$ cat config.mk
export PLATFORM = sky130hd
export DESIGN_NAME = lpu_uart
export DESIGN_NICKNAME = d
export VERILOG_FILES = /design/src/logic/lpu_pkg.sv /design/src/logic/lpu_uart.sv
export SDC_FILE = /design/constraint.sdc
export NUM_CORES = 1
export LEC_CHECK = 0
export ABC_AREA = 1
export BUFFER_PORTS_ARGS = -buffer_cell sky130_fd_sc_hd__buf_2
export CORE_MARGIN = 2
export CORE_UTILIZATION = 50
export CTS_BUF_LIST = sky130_fd_sc_hd__clkbuf_2 sky130_fd_sc_hd__clkbuf_4 sky130_fd_sc_hd__clkbuf_8
export DETAILED_ROUTE_END_ITERATION = 12
export PLACE_DENSITY = 0.67
export SETUP_SLACK_MARGIN = 0.4
export SYNTH_ARGS = -nofsm -noshare
export SYNTH_HDL_FRONTEND = slang
export SYNTH_SLANG_ARGS = --single-unit
$ cat constraint.sdc
create_clock -name clk -period 8.13 [get_ports clk]
set_input_delay 2.439 -clock clk [delete_from_list [all_inputs] [get_ports clk]]
set_output_delay 2.439 -clock clk [all_outputs]
set_load 0.02 [all_outputs]
$ cat src/logic/lpu_pkg.sv
package lpu_pkg;
	// ----------------------------------------
	// register offsets (byte addresses)
	// ----------------------------------------
	localparam logic [7:0] OFS_CTRL    = 8'h00;
	localparam logic [7:0] OFS_CMD     = 8'h04;
	localparam logic [7:0] OFS_STATUS  = 8'h08;
	localparam logic [7:0] OFS_CLKDIV  = 8'h0c;
	localparam logic [7:0] OFS_START   = 8'h10;
	localparam logic [7:0] OFS_SIGNAL  = 8'h14;
	localparam logic [7:0] OFS_RXX     = 8'h18;
	localparam logic [7:0] OFS_RXB     = 8'h1c;
	localparam logic [7:0] OFS_TXX     = 8'h24;
	localparam logic [7:0] OFS_TXB     = 8'h28;
	localparam logic [7:0] OFS_FLAGS   = 8'h2c;
	// ----------------------------------------
	// control field positions
	// ----------------------------------------
	localparam int C_TRI   = 0;
	localparam int C_DB    = 1;
	localparam int C_PARLO = 2;
	localparam int C_STOP  = 4;
	localparam int C_INV   = 5;
	localparam int C_ERRS  = 6;
	localparam int C_LOOP  = 7;
	localparam int C_SFUB  = 8;
	localparam int C_MPM   = 9;
	localparam int C_ADDRESS_BIT_VALUE  = 10;
	localparam int C_B8DV  = 11;
	localparam int C_RXWU  = 12;
	localparam int C_TXWU  = 13;
	localparam logic [13:0] CTRL_MASK = 14'h3fff;
	// ----------------------------------------
	// command bits
	// ----------------------------------------
	localparam int K_RX_ENABLE_CMD = 0;
	localparam int K_RX_DISABLE_CMD = 1;
	localparam int K_TX_ENABLE_CMD = 2;
	localparam int K_TX_DISABLE_CMD = 3;
	localparam int K_BLKON = 4;
	localparam int K_BLKOFF = 5;
	localparam int K_CLRTX = 6;
	localparam int K_CLRRX = 7;
	// ----------------------------------------
	// divider and data layout
	// ----------------------------------------
	localparam int DIV_LSB = 3;
	localparam int DIV_MSB = 16;
	localparam logic [16:0] DIV_MASK = 17'h1fff8;
	localparam int FRAC_DEN = 32;
	localparam int RX_FRAMING_ERROR_BIT = 15;
	localparam int RX_PARITY_ERROR_BIT = 14;
	localparam logic [1:0] PAR_EVEN = 2'h2;
	localparam logic [1:0] PAR_ODD  = 2'h3;
	localparam logic [6:0] STATUS_RST = 7'h50;
endpackage

$ cat src/logic/lpu_uart.sv
`timescale 1ns/1ps
`default_nettype none
// How it works
// RL1: ninth tx bit defaults unless extended write
// RL2: multidrop address frame bypasses blocking, flags
// RL3: start frame unblock clears blocking, loads
// RL4: loopback feeds receiver from tx line
// RL5: error withholds rx dma when enabled
// RL6: invert flips both line polarities
// RL7: one or two tx stops, rx checks one
// RL8: parity none, even, odd selectable
// RL9: eight or nine data bits
// RL10: auto tristate floats idle tx line
// RL11: clear receive empties buffer and shifter
// RL12: clear transmit empties buffer and shifter
// RL13: blocking discards frames at completion
// RL14: rx disable drops partial frame
// RL15: enable commands and status flags
// RL16: tx buffer level set when empty
// RL17: tx complete after last frame
// RL18: rx valid follows buffer; idle resets high
// RL19: matches only while receiver enabled
// RL20: divider integer and fraction fields
// RL21: start match flag and load
// RL22: signal match flag
// RL23: dma wake gated by wake bits
// RL24: extended rx read pops with errors
// RL25: software avoids parity value one
module lpu_uart
	import lpu_pkg::*;
#(
	parameter int ABITS = 8
)(
	input  wire logic              clk,
	input  wire logic              rst_n,
	input  wire logic              psel,
	input  wire logic              penable,
	input  wire logic              pwrite,
	input  wire logic [ABITS-1:0]  paddr,
	input  wire logic [31:0]       pwdata,
	output logic [31:0]            prdata,
	output logic                   pready,
	output logic                   pslverr,
	input  wire logic              serialInPin,
	output logic                   serialOutPin,
	output logic                   serialOutOe,
	input  wire logic              deepSleepState,
	output logic                   rxDmaReq,
	output logic                   txDmaReq,
	output logic                   dmaWake
);
	import lpu_pkg::*;
	if (ABITS < 8)
	begin : g_abits
		$error("lpu_uart: address too narrow");
	end

	// ----------------------------------------
	// register bus decode
	// ----------------------------------------
	logic        wrAcc, rdAcc, hit;
	logic [7:0]  adr;
	assign adr = paddr[7:0];
	assign wrAcc = psel & penable & pwrite;
	assign rdAcc = psel & penable & ~pwrite;
	assign hit = adr == OFS_CTRL || adr == OFS_CMD || adr == OFS_STATUS
		|| adr == OFS_CLKDIV || adr == OFS_START || adr == OFS_SIGNAL
		|| adr == OFS_RXX || adr == OFS_RXB || adr == OFS_TXX
		|| adr == OFS_TXB || adr == OFS_FLAGS;
	assign pready = 1'b1;
	assign pslverr = psel & penable & ~hit;

	logic [13:0] ctrl_r;
	logic [16:0] div_r;
	logic [8:0]  startVal_r, sigVal_r;
	logic [7:0]  cmd;
	assign cmd = (wrAcc && adr == OFS_CMD) ? pwdata[7:0] : 8'h00;

	always_ff @(posedge clk)
	begin
		if (!rst_n)
		begin
			ctrl_r <= '0;
			div_r <= '0;
			startVal_r <= '0;
			sigVal_r <= '0;
		end
		else if (wrAcc)
		begin
			if (adr == OFS_CTRL)
				ctrl_r <= pwdata[13:0] & CTRL_MASK;
			if (adr == OFS_CLKDIV)
				div_r <= pwdata[16:0] & DIV_MASK; // RL20
			if (adr == OFS_START)
				startVal_r <= pwdata[8:0];
			if (adr == OFS_SIGNAL)
				sigVal_r <= pwdata[8:0];
		end
	end

	wire line_invert = ctrl_r[C_INV];
	wire nine = ctrl_r[C_DB];
	wire [1:0] par = ctrl_r[C_PARLO+1:C_PARLO];
	wire parOn = par[1]; // RL8
	wire parOdd = par[0];

	// ----------------------------------------
	// fractional baud tick: period 1+int+frac/32
	// ----------------------------------------
	logic [9:0] baudCnt_r;
	logic [4:0] fracAcc_r;
	logic       baudTick, fracCarry;
	wire  [5:0] fracSum = {1'b0, fracAcc_r} + {1'b0, div_r[7:3]};
	assign fracCarry = fracSum[5];
	assign baudTick = baudCnt_r == 10'h000;
	always_ff @(posedge clk)
	begin
		if (!rst_n)
		begin
			baudCnt_r <= '0;
			fracAcc_r <= '0;
		end
		else if (baudTick)
		begin
			fracAcc_r <= fracSum[4:0];
			baudCnt_r <= {1'b0, div_r[16:8]} + {9'h000, fracCarry};
		end
		else
			baudCnt_r <= baudCnt_r - 10'h001;
	end

	// ----------------------------------------
	// enables and blocking
	// ----------------------------------------
	logic rx_enable_cmd_r, tx_enable_cmd_r, block_r;
	logic frameDone, framing_error_bit, parity_error_bit;
	logic [8:0] rxWord;
	wire rxRun = rx_enable_cmd_r | cmd[K_RX_ENABLE_CMD];
	wire isMpa = ctrl_r[C_MPM] && rxWord[8] == ctrl_r[C_ADDRESS_BIT_VALUE]; // RL2
	wire isStart = rxWord == startVal_r; // RL21
	wire isSig = rxWord == sigVal_r; // RL22
	wire sfLoad = ctrl_r[C_SFUB] & isStart;
	wire loadRx = frameDone & (~block_r | isMpa | sfLoad); // RL13 RL2 RL3
	always_ff @(posedge clk)
	begin
		if (!rst_n)
		begin
			rx_enable_cmd_r <= 1'b0;
			tx_enable_cmd_r <= 1'b0;
			block_r <= 1'b0;
		end
		else
		begin
			if (cmd[K_RX_ENABLE_CMD]) rx_enable_cmd_r <= 1'b1; // RL15
			else if (cmd[K_RX_DISABLE_CMD]) rx_enable_cmd_r <= 1'b0;
			if (cmd[K_TX_ENABLE_CMD]) tx_enable_cmd_r <= 1'b1;
			else if (cmd[K_TX_DISABLE_CMD]) tx_enable_cmd_r <= 1'b0;
			if (frameDone && sfLoad) block_r <= 1'b0; // RL3
			else if (cmd[K_BLKON]) block_r <= 1'b1;
			else if (cmd[K_BLKOFF]) block_r <= 1'b0;
		end
	end

	// ----------------------------------------
	// transmitter
	// ----------------------------------------
	logic [8:0]  txBuf_r;
	logic        txFull_r, txBusy_r, txc_r, txLine_r, txPh_r;
	logic [11:0] txSh_r;
	logic [3:0]  txLeft_r;
	wire txbWr = wrAcc && adr == OFS_TXB;
	wire txxWr = wrAcc && adr == OFS_TXX;
	wire [8:0] txIn = txxWr ? pwdata[8:0]
		: {ctrl_r[C_B8DV], pwdata[7:0]}; // RL1
	wire txPar = ^(nine ? txBuf_r : {1'b0, txBuf_r[7:0]}) ^ parOdd;
	wire txStart = tx_enable_cmd_r & txFull_r & ~txBusy_r & baudTick;
	wire txStep = txBusy_r & baudTick & txPh_r;
	// frame bits lsb first after start; unused tail is stop level
	wire [11:0] txFrame = nine
		? {1'b1, parOn ? txPar : 1'b1, txBuf_r, 1'b0}
		: {2'b11, parOn ? txPar : 1'b1, txBuf_r[7:0], 1'b0};
	wire [3:0] txLen = 4'd10 + {3'b000, nine} + {3'b000, parOn}
		+ {3'b000, ctrl_r[C_STOP]}; // RL7 RL9
	always_ff @(posedge clk)
	begin
		if (!rst_n || cmd[K_CLRTX]) // RL12
		begin
			txFull_r <= 1'b0;
			txBusy_r <= 1'b0;
			txBuf_r <= '0;
			txSh_r <= '0;
			txLeft_r <= '0;
			txLine_r <= 1'b1;
			txPh_r <= 1'b0;
		end
		else
		begin
			if (txStart)
			begin
				txSh_r <= {1'b1, txFrame[11:1]};
				txLine_r <= txFrame[0];
				txLeft_r <= txLen - 4'd1;
				txBusy_r <= 1'b1;
				txFull_r <= 1'b0;
			end
			else if (txStep)
			begin
				txLine_r <= txLeft_r == 4'd0 ? 1'b1 : txSh_r[0];
				txSh_r <= {1'b1, txSh_r[11:1]};
				txBusy_r <= txLeft_r != 4'd0;
				txLeft_r <= txLeft_r - (txLeft_r != 4'd0 ? 4'd1 : 4'd0);
			end
			// a bit lasts two ticks, as the receiver samples it
			if (txBusy_r && baudTick)
				txPh_r <= ~txPh_r;
			// overflow keeps data already held
			if ((txbWr || txxWr) && !txFull_r)
			begin
				txBuf_r <= txIn;
				txFull_r <= 1'b1;
			end
		end
	end
	always_ff @(posedge clk)
	begin
		if (!rst_n)
			txc_r <= 1'b0;
		else if (txStart)
			txc_r <= 1'b0; // RL17
		else if (txStep && txLeft_r == 4'd0 && !txFull_r)
			txc_r <= 1'b1;
	end
	assign serialOutPin = txLine_r ^ line_invert; // RL6 RL10
	assign serialOutOe = ~ctrl_r[C_TRI] | txBusy_r; // RL10

	// ----------------------------------------
	// receiver, sampled on every second baud tick after start detect
	// ----------------------------------------
	logic rxS1_r, rxS2_r;
	always_ff @(posedge clk)
	begin
		if (!rst_n)
		begin
			rxS1_r <= 1'b1;
			rxS2_r <= 1'b1;
		end
		else
		begin
			rxS1_r <= serialInPin;
			rxS2_r <= rxS1_r;
		end
	end
	// loopback taps the logical tx level before inversion cancels out
	wire rxBit = ctrl_r[C_LOOP] ? txLine_r : rxS2_r ^ line_invert; // RL4 RL6
	logic        rxAct_r, rxHalf_r;
	logic [10:0] rxSh_r;
	logic [3:0]  rxCnt_r;
	wire [3:0] rxLen = 4'd9 + {3'b000, nine} + {3'b000, parOn};
	wire [10:0] rxAl = rxSh_r >> (4'd11 - rxLen);
	assign rxWord = nine ? rxAl[8:0] : {1'b0, rxAl[7:0]};
	wire rxParBit = nine ? rxAl[9] : rxAl[8];
	wire stopBit = nine ? (parOn ? rxAl[10] : rxAl[9])
		: (parOn ? rxAl[9] : rxAl[8]);
	assign framing_error_bit = ~stopBit; // RL7
	assign parity_error_bit = parOn & ((^rxWord) ^ parOdd ^ rxParBit); // RL8
	assign frameDone = rxAct_r & baudTick & rxHalf_r & rxCnt_r == rxLen
		& rx_enable_cmd_r;
	always_ff @(posedge clk)
	begin
		if (!rst_n || cmd[K_CLRRX] || !rxRun || cmd[K_RX_DISABLE_CMD]) // RL11 RL14
		begin
			rxAct_r <= 1'b0;
			rxHalf_r <= 1'b0;
			rxSh_r <= '0;
			rxCnt_r <= '0;
		end
		else if (baudTick)
		begin
			if (!rxAct_r)
			begin
				rxAct_r <= ~rxBit;
				rxHalf_r <= 1'b0;
				rxCnt_r <= '0;
			end
			else
			begin
				rxHalf_r <= ~rxHalf_r;
				if (rxHalf_r)
				begin
					rxSh_r <= {rxBit, rxSh_r[10:1]};
					rxCnt_r <= rxCnt_r + 4'd1;
				end
				if (frameDone)
					rxAct_r <= 1'b0;
			end
		end
	end
	// ----------------------------------------
	// receive buffer and match flags
	// ----------------------------------------
	logic [10:0] rxBuf_r;
	logic        rxFull_r, start_match_flag_r, signal_match_flag_r, mpaF_r;
	wire rxPop = rdAcc && (adr == OFS_RXX || adr == OFS_RXB); // RL24
	always_ff @(posedge clk)
	begin
		if (!rst_n || cmd[K_CLRRX]) // RL11
		begin
			rxFull_r <= 1'b0;
			rxBuf_r <= '0;
		end
		else if (loadRx)
		begin
			rxBuf_r <= {framing_error_bit, parity_error_bit, rxWord}; // load wins over pop
			rxFull_r <= 1'b1;
		end
		else if (rxPop)
			rxFull_r <= 1'b0;
	end
	wire flagClr = wrAcc && adr == OFS_FLAGS;
	always_ff @(posedge clk)
	begin
		if (!rst_n)
		begin
			start_match_flag_r <= 1'b0;
			signal_match_flag_r <= 1'b0;
			mpaF_r <= 1'b0;
		end
		else
		begin
			// detection needs frameDone, which needs rx enabled; RL19
			start_match_flag_r <= (frameDone & isStart) | (start_match_flag_r
				& ~(flagClr & pwdata[0])); // RL21
			signal_match_flag_r <= (frameDone & isSig) | (signal_match_flag_r
				& ~(flagClr & pwdata[1])); // RL22
			mpaF_r <= (frameDone & isMpa) | (mpaF_r
				& ~(flagClr & pwdata[2])); // RL2
		end
	end

	// ----------------------------------------
	// dma requests and wake
	// ----------------------------------------
	wire rxErrHold = ctrl_r[C_ERRS] & (|rxBuf_r[10:9]);
	assign rxDmaReq = rxFull_r & ~rxErrHold; // RL5
	assign txDmaReq = ~txFull_r;
	assign dmaWake = deepSleepState & ((rxDmaReq & ctrl_r[C_RXWU])
		| (txDmaReq & ctrl_r[C_TXWU])); // RL23

	// ----------------------------------------
	// read mux
	// ----------------------------------------
	wire [6:0] status = {~txBusy_r & ~txFull_r, rxFull_r, ~txFull_r,
		txc_r, block_r, tx_enable_cmd_r, rx_enable_cmd_r}; // RL15 RL16 RL18
	always_comb
	begin
		prdata = 32'h0000_0000;
		if (rdAcc)
		begin
			unique case (adr)
				OFS_CTRL: prdata = {18'h00000, ctrl_r};
				OFS_STATUS: prdata = {25'h0000000, status};
				OFS_CLKDIV: prdata = {15'h0000, div_r};
				OFS_START: prdata = {23'h000000, startVal_r};
				OFS_SIGNAL: prdata = {23'h000000, sigVal_r};
				OFS_RXX: prdata = {16'h0000, rxBuf_r[10:9], 5'h00,
					rxBuf_r[8:0]}; // RL24
				OFS_RXB: prdata = {24'h000000, rxBuf_r[7:0]};
				OFS_FLAGS: prdata = {29'h00000000, mpaF_r, signal_match_flag_r,
					start_match_flag_r};
				default: prdata = 32'h0000_0000;
			endcase
		end
	end

	// ----------------------------------------
	// checks
	// ----------------------------------------
	AST_TX_BUFFER_LEVEL_RESET: assert property (@(posedge clk)
		$rose(rst_n) |-> status[4]) else $error("tx level not 1"); // RL16
	AST_CLRRX: assert property (@(posedge clk) disable iff (!rst_n)
		cmd[K_CLRRX] |=> !rxFull_r) else $error("rx not cleared"); // RL11
	AST_CLRTX: assert property (@(posedge clk) disable iff (!rst_n)
		cmd[K_CLRTX] |=> !txFull_r && !txBusy_r)
		else $error("tx not cleared"); // RL12
	AST_BLOCK: assert property (@(posedge clk) disable iff (!rst_n)
		frameDone && block_r && !isMpa && !sfLoad && !rxFull_r
		|=> !rxFull_r) else $error("blocked frame loaded"); // RL13
	AST_RX_ENABLE_CMD: assert property (@(posedge clk) disable iff (!rst_n)
		cmd[K_RX_ENABLE_CMD] |=> status[0]) else $error("rx enable lost"); // RL15
	AST_ERRDMA: assert property (@(posedge clk) disable iff (!rst_n)
		ctrl_r[C_ERRS] && rxFull_r && rxBuf_r[9] |-> !rxDmaReq)
		else $error("dma on error"); // RL5
	AST_INV: assert property (@(posedge clk) disable iff (!rst_n)
		!txBusy_r && !txStart ##1 !txBusy_r |-> serialOutPin == !line_invert)
		else $error("idle level wrong"); // RL6
	AST_WAKE: assert property (@(posedge clk) disable iff (!rst_n)
		dmaWake |-> deepSleepState) else $error("wake outside sleep"); // RL23
endmodule
`default_nettype wire

==> flow_summary.toml, run 1 <==
[global_routing]
grt_max_degree = 34
antenna_found_initial = 0
first_global_vias = 5987
grt_usage = 0.2720
grt_first_pass_wirelength_um = 31680
grt-ovfl-total = 0

[placed_design]
pre_cts_ws_ps = 1246
place_congestion = 0.9433
place_area_um2 = 7487
port_buffers = 54
place_inst = 1235
dp_hpwl_um = 14870

[drt]
drc = 0
post_drt_via_cell_ratio = 5.436
drt-total-wl_um = 20330
drtPass1Iterations = 6
vias = 6877
antenna_left = 0
drtIter0Drc = 765
avgRoutedWirePerCell_um = 16.07

[cells_and_area]
drive_gt1_frac = 0.1309
fin_cells = 1265
finalCoreUtilization = 0.5664
multi_input_area_um2 = 3960
regArea_um2 = 2562
n_fill_cell = 1406
area_delta_synth_final_pct = 9.969
stdcell_area_um2 = 7923
finalNetCount = 1138
n_antenna_cell = 0

[setup_path]
critPathKind = "input pin to output port"
cp.required_ps = 5690
cp_common_cell = "nor2_1"
r2r_slack_ps = 4670
end_kind = "output port"
timing.rr.start = "ctrl_r[1]$_SDFFE_PN0P_"
r2r_end = "rxBuf_r[7]$_SDFFE_PP0P_"
critPathArrivalTime_ps = 4470
crit_chain = "buf_2 -> nor2_1 -> nand3_1 -> nor2_1 -> inv_1 -> o21ai_0 -> a2111oi_0 -> nor2_1 -> buf_2"
cpMaxStageDelayCell = "nor2_1"
crit_path_max_incr_delay_ps = 410
setup.worst_path.start_class = "input pin"
cpLargestDelayFamily = "simple AND/OR/NAND/NOR gates"
reg2reg_depth = 15
crit_path_max_fanout = 8
path_buf_inv = 3

[sta]
maxSlewViolCount = 0
fmax_mhz = 144.7
holdWs_ps = 414.5
rsz0062_at_grt = "no"
fin_crit_sh = 0.8500
relSlewSlack = 0.2995
worst_clock_skew_ps = 6.879
worst_pin_slew_ps = 1047
hold_violations = 0
fin_setup_tns_ps = 0
final.setup.worst_slack_ps = 1219
min_period_ps = 6911
setup_viol = 0

[hold_path]
min_to = "rxS2_r$_SDFF_PN1_"
hold_start = "rxS1_r$_SDFF_PN1_"
hold_path_depth = 1
min_path_type = "register to register"

[synth]
yosys.area.top_type = "dfxtp_1"
synth_edf_count = 0
ys_seq_elements = 128
synth_top_area_frac = 0.3557
seq_area_frac_synth = 0.3557
synth_flop_cell = "dfxtp_1"
ys_top_cells_by_area = "dfxtp_1 (36%), nand2_1 (12%), o21ai_0 (6.7%)"
avgSynthCellArea_um2 = 6.974
ys.warnings.count = 0
async_reset_ff_frac = 0
synth_area_um2 = 7204
ys_types = 55
synthCells = 1033

[clock_network]
clock-sinks = 128
ctsHoldBuffers = 0
clk_pin_slew_ps = 70
cts_made_buffers = 17
clock_path_buffers = 2
root_buffer = "clkbuf_8"
cts_setup_buffers = 0
clkLatencyLatePin_ps = 460
cts_tree = "yes"
cts_resized = 0
cts-htree-levels = 4

[floorplan]
rows = 43
die_x_um = 124.0
dieHeight_um = 124.0
start_util = 0.5150
coreArea_um2 = 13990
io_pins = 86
die_area_um2 = 15380

[outcome]
outcome = "finished clean"

[power]
p_leak_nw = 3.340
p_per_area_nw_per_um2 = 190.2
irDropWorstVdd_mv = 0.1998
total_power_mw = 1.507

[flow_run]
maxCapViolations = 0
cell usage in the layout, fill, tap and decap left out, types with 6 or more instances in the layout:
master    count
a21oi_1      92
conb_1       16
clkbuf_8     20
a211oi_1     15
o21ai_0      97
nand3_2      10
nand2_1     234
xor2_1       29
inv_1       106
ha_1         16
or2_2         6
nor3_1       13
nand3_1      54
nand2_4       6
buf_2        54
nor2_1       86
xnor2_1       8
dfxtp_1     128
o22ai_1       7
inv_2        10
a31oi_1       9
worst max-delay path by stage:
stage	from	to	slack, ps	cells after the start
floorplan	paddr[3]	pslverr	1560	6
CTS	paddr[7]	prdata[3]	1250	9
finish	paddr[7]	prdata[3]	1220	9
global placement	paddr[7]	prdata[3]	1250	9
global route	paddr[7]	prdata[3]	1100	9
detailed placement	paddr[7]	prdata[3]	1250	9
final cells by class:
cell class / count / share of cell area
sequential: 128 / 0.3234
clock inverter: 6 / 0.01642
inverter: 117 / 0.05543
timing repair buffer: 58 / 0.03790
clock buffer: 24 / 0.03853
tap: 180 / 0.02843
multi-input combinational: 752 / 0.4998
metal layers:
metal | vias to the layer above | global-route usage | wire, µm
li1 | 3451 | - | -
met1 | 3119 | 0.3797 | 9376
met2 | 266 | 0.4196 | 8921
met3 | 41 | 0.07280 | 1652
met4 | 0 | 0.06390 | 384
met5 | - | 0 | 0
cell families (layout without fill, tap and decap cells):
| group | count (synthesis) | count (layout) | share of synthesized area |
|---|---|---|---|
| AO/OA/AOI/OAI | 245 | 245 | 0.1907 |
| XOR/XNOR | 39 | 39 | 0.04950 |
| adder cells (fa/ha/maj) | 17 | 17 | 0.03057 |
| buffers and inverters | 167 | 205 | 0.1019 |
| flip-flops | 128 | 128 | 0.3557 |
| other | 2 | 16 | 0.001042 |
| AND/OR/NAND/NOR | 435 | 435 | 0.2706 |
cell usage after synthesis (2+ instances only):
| master | count |
|---|---|
| nand2_1 | 234 |
| dfxtp_1 | 128 |
| inv_1 | 106 |
| o21ai_0 | 97 |
| a21oi_1 | 92 |
| nor2_1 | 86 |
| nand3_1 | 54 |
| xor2_1 | 29 |
| buf_4 | 19 |
| ha_1 | 16 |
| a211oi_1 | 15 |
| clkbuf_1 | 15 |
| nor3_1 | 13 |
| buf_2 | 11 |
| inv_2 | 10 |
| nand3_2 | 10 |
| a31oi_1 | 9 |
| xnor2_1 | 8 |
| o22ai_1 | 7 |
| nand2_4 | 6 |
| or2_2 | 6 |
| nand2_2 | 5 |
| nand4_1 | 5 |
| nor2_2 | 5 |
| a2111oi_0 | 3 |
| a311oi_1 | 3 |
| buf_6 | 3 |
| a221oi_1 | 2 |
| a22oi_1 | 2 |
| buf_1 | 2 |
| conb_1 | 2 |
| nor2_4 | 2 |
| nor3_2 | 2 |
| nor4_1 | 2 |
| o211ai_1 | 2 |
| o21bai_1 | 2 |
| xor2_2 | 2 |
flip-flops by register name, summed over array words and instances, names as in the netlist, 4 cells and up:
name and cells:
baudCnt_r 10, ctrl_r 14, div_r 14, fracAcc_r 5
rxBuf_r 11, rxCnt_r 4, rxSh_r 11, sigVal_r 9
startVal_r 9, txBuf_r 9, txLeft_r 4, txSh_r 12
where the power goes:
group,total (mW),switching (mW),internal [mW]
clock network,0.619,0.251,0.368
logic,0.211,0.138,0.0732
registers,0.677,0.0199,0.658
total,1.51,0.408,1.10
Power figures use the tool's default switching activity.
==> inputs of run 2 (changes only) <==
==> constraint.sdc (replaced) <==
create_clock -name clk -period 8.13 [get_ports clk]
set_input_delay 1.626 -clock clk [delete_from_list [all_inputs] [get_ports clk]]
set_output_delay 1.626 -clock clk [all_outputs]
set_load 0.02 [all_outputs]
==> flow_summary.toml, run 2 (synthesized netlist as in run 1, its figures left out) <==
[sta]
hold_violations = 0
fmax_mhz = 187.8
worst_clock_skew_ps = 9.216
maxSlewViolCount = 0
worst_pin_slew_ps = 1084
holdWs_ps = 414.5
rsz0062_at_grt = "no"
fin_crit_sh = 0.6549
min_period_ps = 5325
setup_viol = 0
fin_setup_tns_ps = 0
relSlewSlack = 0.2744

[clock_network]
clkLatencyLatePin_ps = 460
clk_pin_slew_ps = 60
clock_path_buffers = 2
ctsHoldBuffers = 0
cts_made_buffers = 17
clock-sinks = 128
cts_tree = "yes"
root_buffer = "clkbuf_8"
cts_setup_buffers = 0
cts_resized = 0
cts-htree-levels = 4

[drt]
drc = 0
antenna_left = 0
drtIter0Drc = 644
vias = 6816
avgRoutedWirePerCell_um = 15.97
post_drt_via_cell_ratio = 5.392
drt-total-wl_um = 20190
drtPass1Iterations = 7

[outcome]
outcome = "finished clean"

[floorplan]
die_area_um2 = 15380
io_pins = 86
dieHeight_um = 124.0
die_x_um = 124.0
rows = 43
coreArea_um2 = 13990
start_util = 0.5150

[hold_path]
min_path_type = "register to register"
min_to = "rxS2_r$_SDFF_PN1_"
hold_start = "rxS1_r$_SDFF_PN1_"
hold_path_depth = 1

[setup_path]
cpLargestDelayFamily = "simple AND/OR/NAND/NOR gates"
r2r_end = "rxBuf_r[8]$_SDFFE_PP0P_"
r2r_slack_ps = 4700
crit_path_max_fanout = 8
startpoint = "paddr[7]"
end_kind = "output port"
crit_path_max_incr_delay_ps = 400
setup.worst_path.start_class = "input pin"
critPathArrivalTime_ps = 3700
cp.required_ps = 6500
timing.rr.start = "ctrl_r[1]$_SDFFE_PN0P_"
critPathKind = "input pin to output port"
path_buf_inv = 3
reg2reg_depth = 15
cpMaxStageDelayCell = "nor2_1"
crit_chain = "buf_2 -> nor2_1 -> nand3_1 -> nor2_1 -> inv_1 -> o21ai_0 -> a2111oi_0 -> nor2_1 -> buf_2"
cp_common_cell = "nor2_1"

[placed_design]
dp_hpwl_um = 14840
port_buffers = 54
place_congestion = 0.9613

[power]
power_switching_share = 0.2850
p_int_mw = 1.007
clockPowerShare = 0.372
power_frac_comb = 0.147
seq_power_share = 0.481
p_per_area_nw_per_um2 = 179.6
p_leak_nw = 3.302
power_switching_mw = 0.4015
irDropWorstVdd_mv = 0.1554

[global_routing]
grt_first_pass_wirelength_um = 31640
antenna_found_initial = 0
grt_usage = 0.2752
grt-ovfl-total = 0
first_global_vias = 6042
grt_max_degree = 60

[cells_and_area]
n_antenna_cell = 0
layout_common_cells = "nand2_1 (234), dfxtp_1 (128), inv_1 (106)"
drive_gt1_frac = 0.1301
area_delta_synth_final_pct = 8.875
finalNetCount = 1138
final_common_cell = "nand2_1"
top_regs = "ctrl_r (14), div_r (14), txSh_r (12)"

[flow_run]
maxCapViolations = 0
run 2: cell type report:
class / count / area [µm²]
clock buffers: 21 / 264.0
inverters: 117 / 439.2
flip-flops and latches: 128 / 2562
fillers: 1395 / 6145
clock inverters: 8 / 92.59
multi-input cells: 752 / 3960
repair buffers: 58 / 300.3
well taps: 180 / 225.2
run 2: how the worst max path moves through the flow:
stage          cells past startpoint         to  slack (ps)
2_1_floorplan                      6    pslverr        3190
3_3_place_gp                       9  prdata[3]        2880
3_5_place_dp                       9  prdata[3]        2860
4_1_cts                            9  prdata[3]        2840
5_1_grt                            9  prdata[3]        2730
6_report                           9  prdata[3]        2810
run 2: metrics by stage:
step | cell area [µm²] | std cells | util | power, mW | setup WS (ps)
3_5_place_dp | 7487 | 1235 | 0.5352 | 0.8983 | 2859
3_3_place_gp | 7487 | 1235 | 0.5352 | 0.8963 | 2877
6_report | 7844 | 1264 | 0.5607 | 1.409 | 2805
2_1_floorplan | 7257 | 1047 | - | 0.8554 | 3187
5_1_grt | 7844 | 1264 | 0.5607 | 1.475 | 2727
4_1_cts | 7844 | 1264 | 0.5607 | 1.417 | 2841
run 2: metal layers:
layer / up-vias / part of all wire / global-route usage
met5: - / 0 / 0
met4: 0 / 0.019 / 0.09480
met3: 26 / 0.085 / 0.07784
met2: 245 / 0.44 / 0.4093
met1: 3093 / 0.46 / 0.3825
li1: 3452 / - / -
run 2: power groups by stage:
stage | Combinational (mW) | Sequential, mW | Clock [mW]
floorplan | 0.168 | 0.687 | 0
global placement | 0.205 | 0.691 | 0
detailed placement | 0.207 | 0.691 | 0
CTS | 0.208 | 0.677 | 0.532
global route | 0.238 | 0.682 | 0.556
finish | 0.207 | 0.678 | 0.524
run 2: worst register-to-register path: stages (launching register included):
cell and delay (ps):
dfxtp_1 570, inv_1 290, ha_1 690, inv_2 260
nand2_1 140, nand3_1 160, nand3_2 230, nand2_1 80
nand2_1 80, nand3_2 120, nor2_4 150, nand3_4 120
nand2_4 230, nand2_1 100, nand2_1 60, nor2_1 50
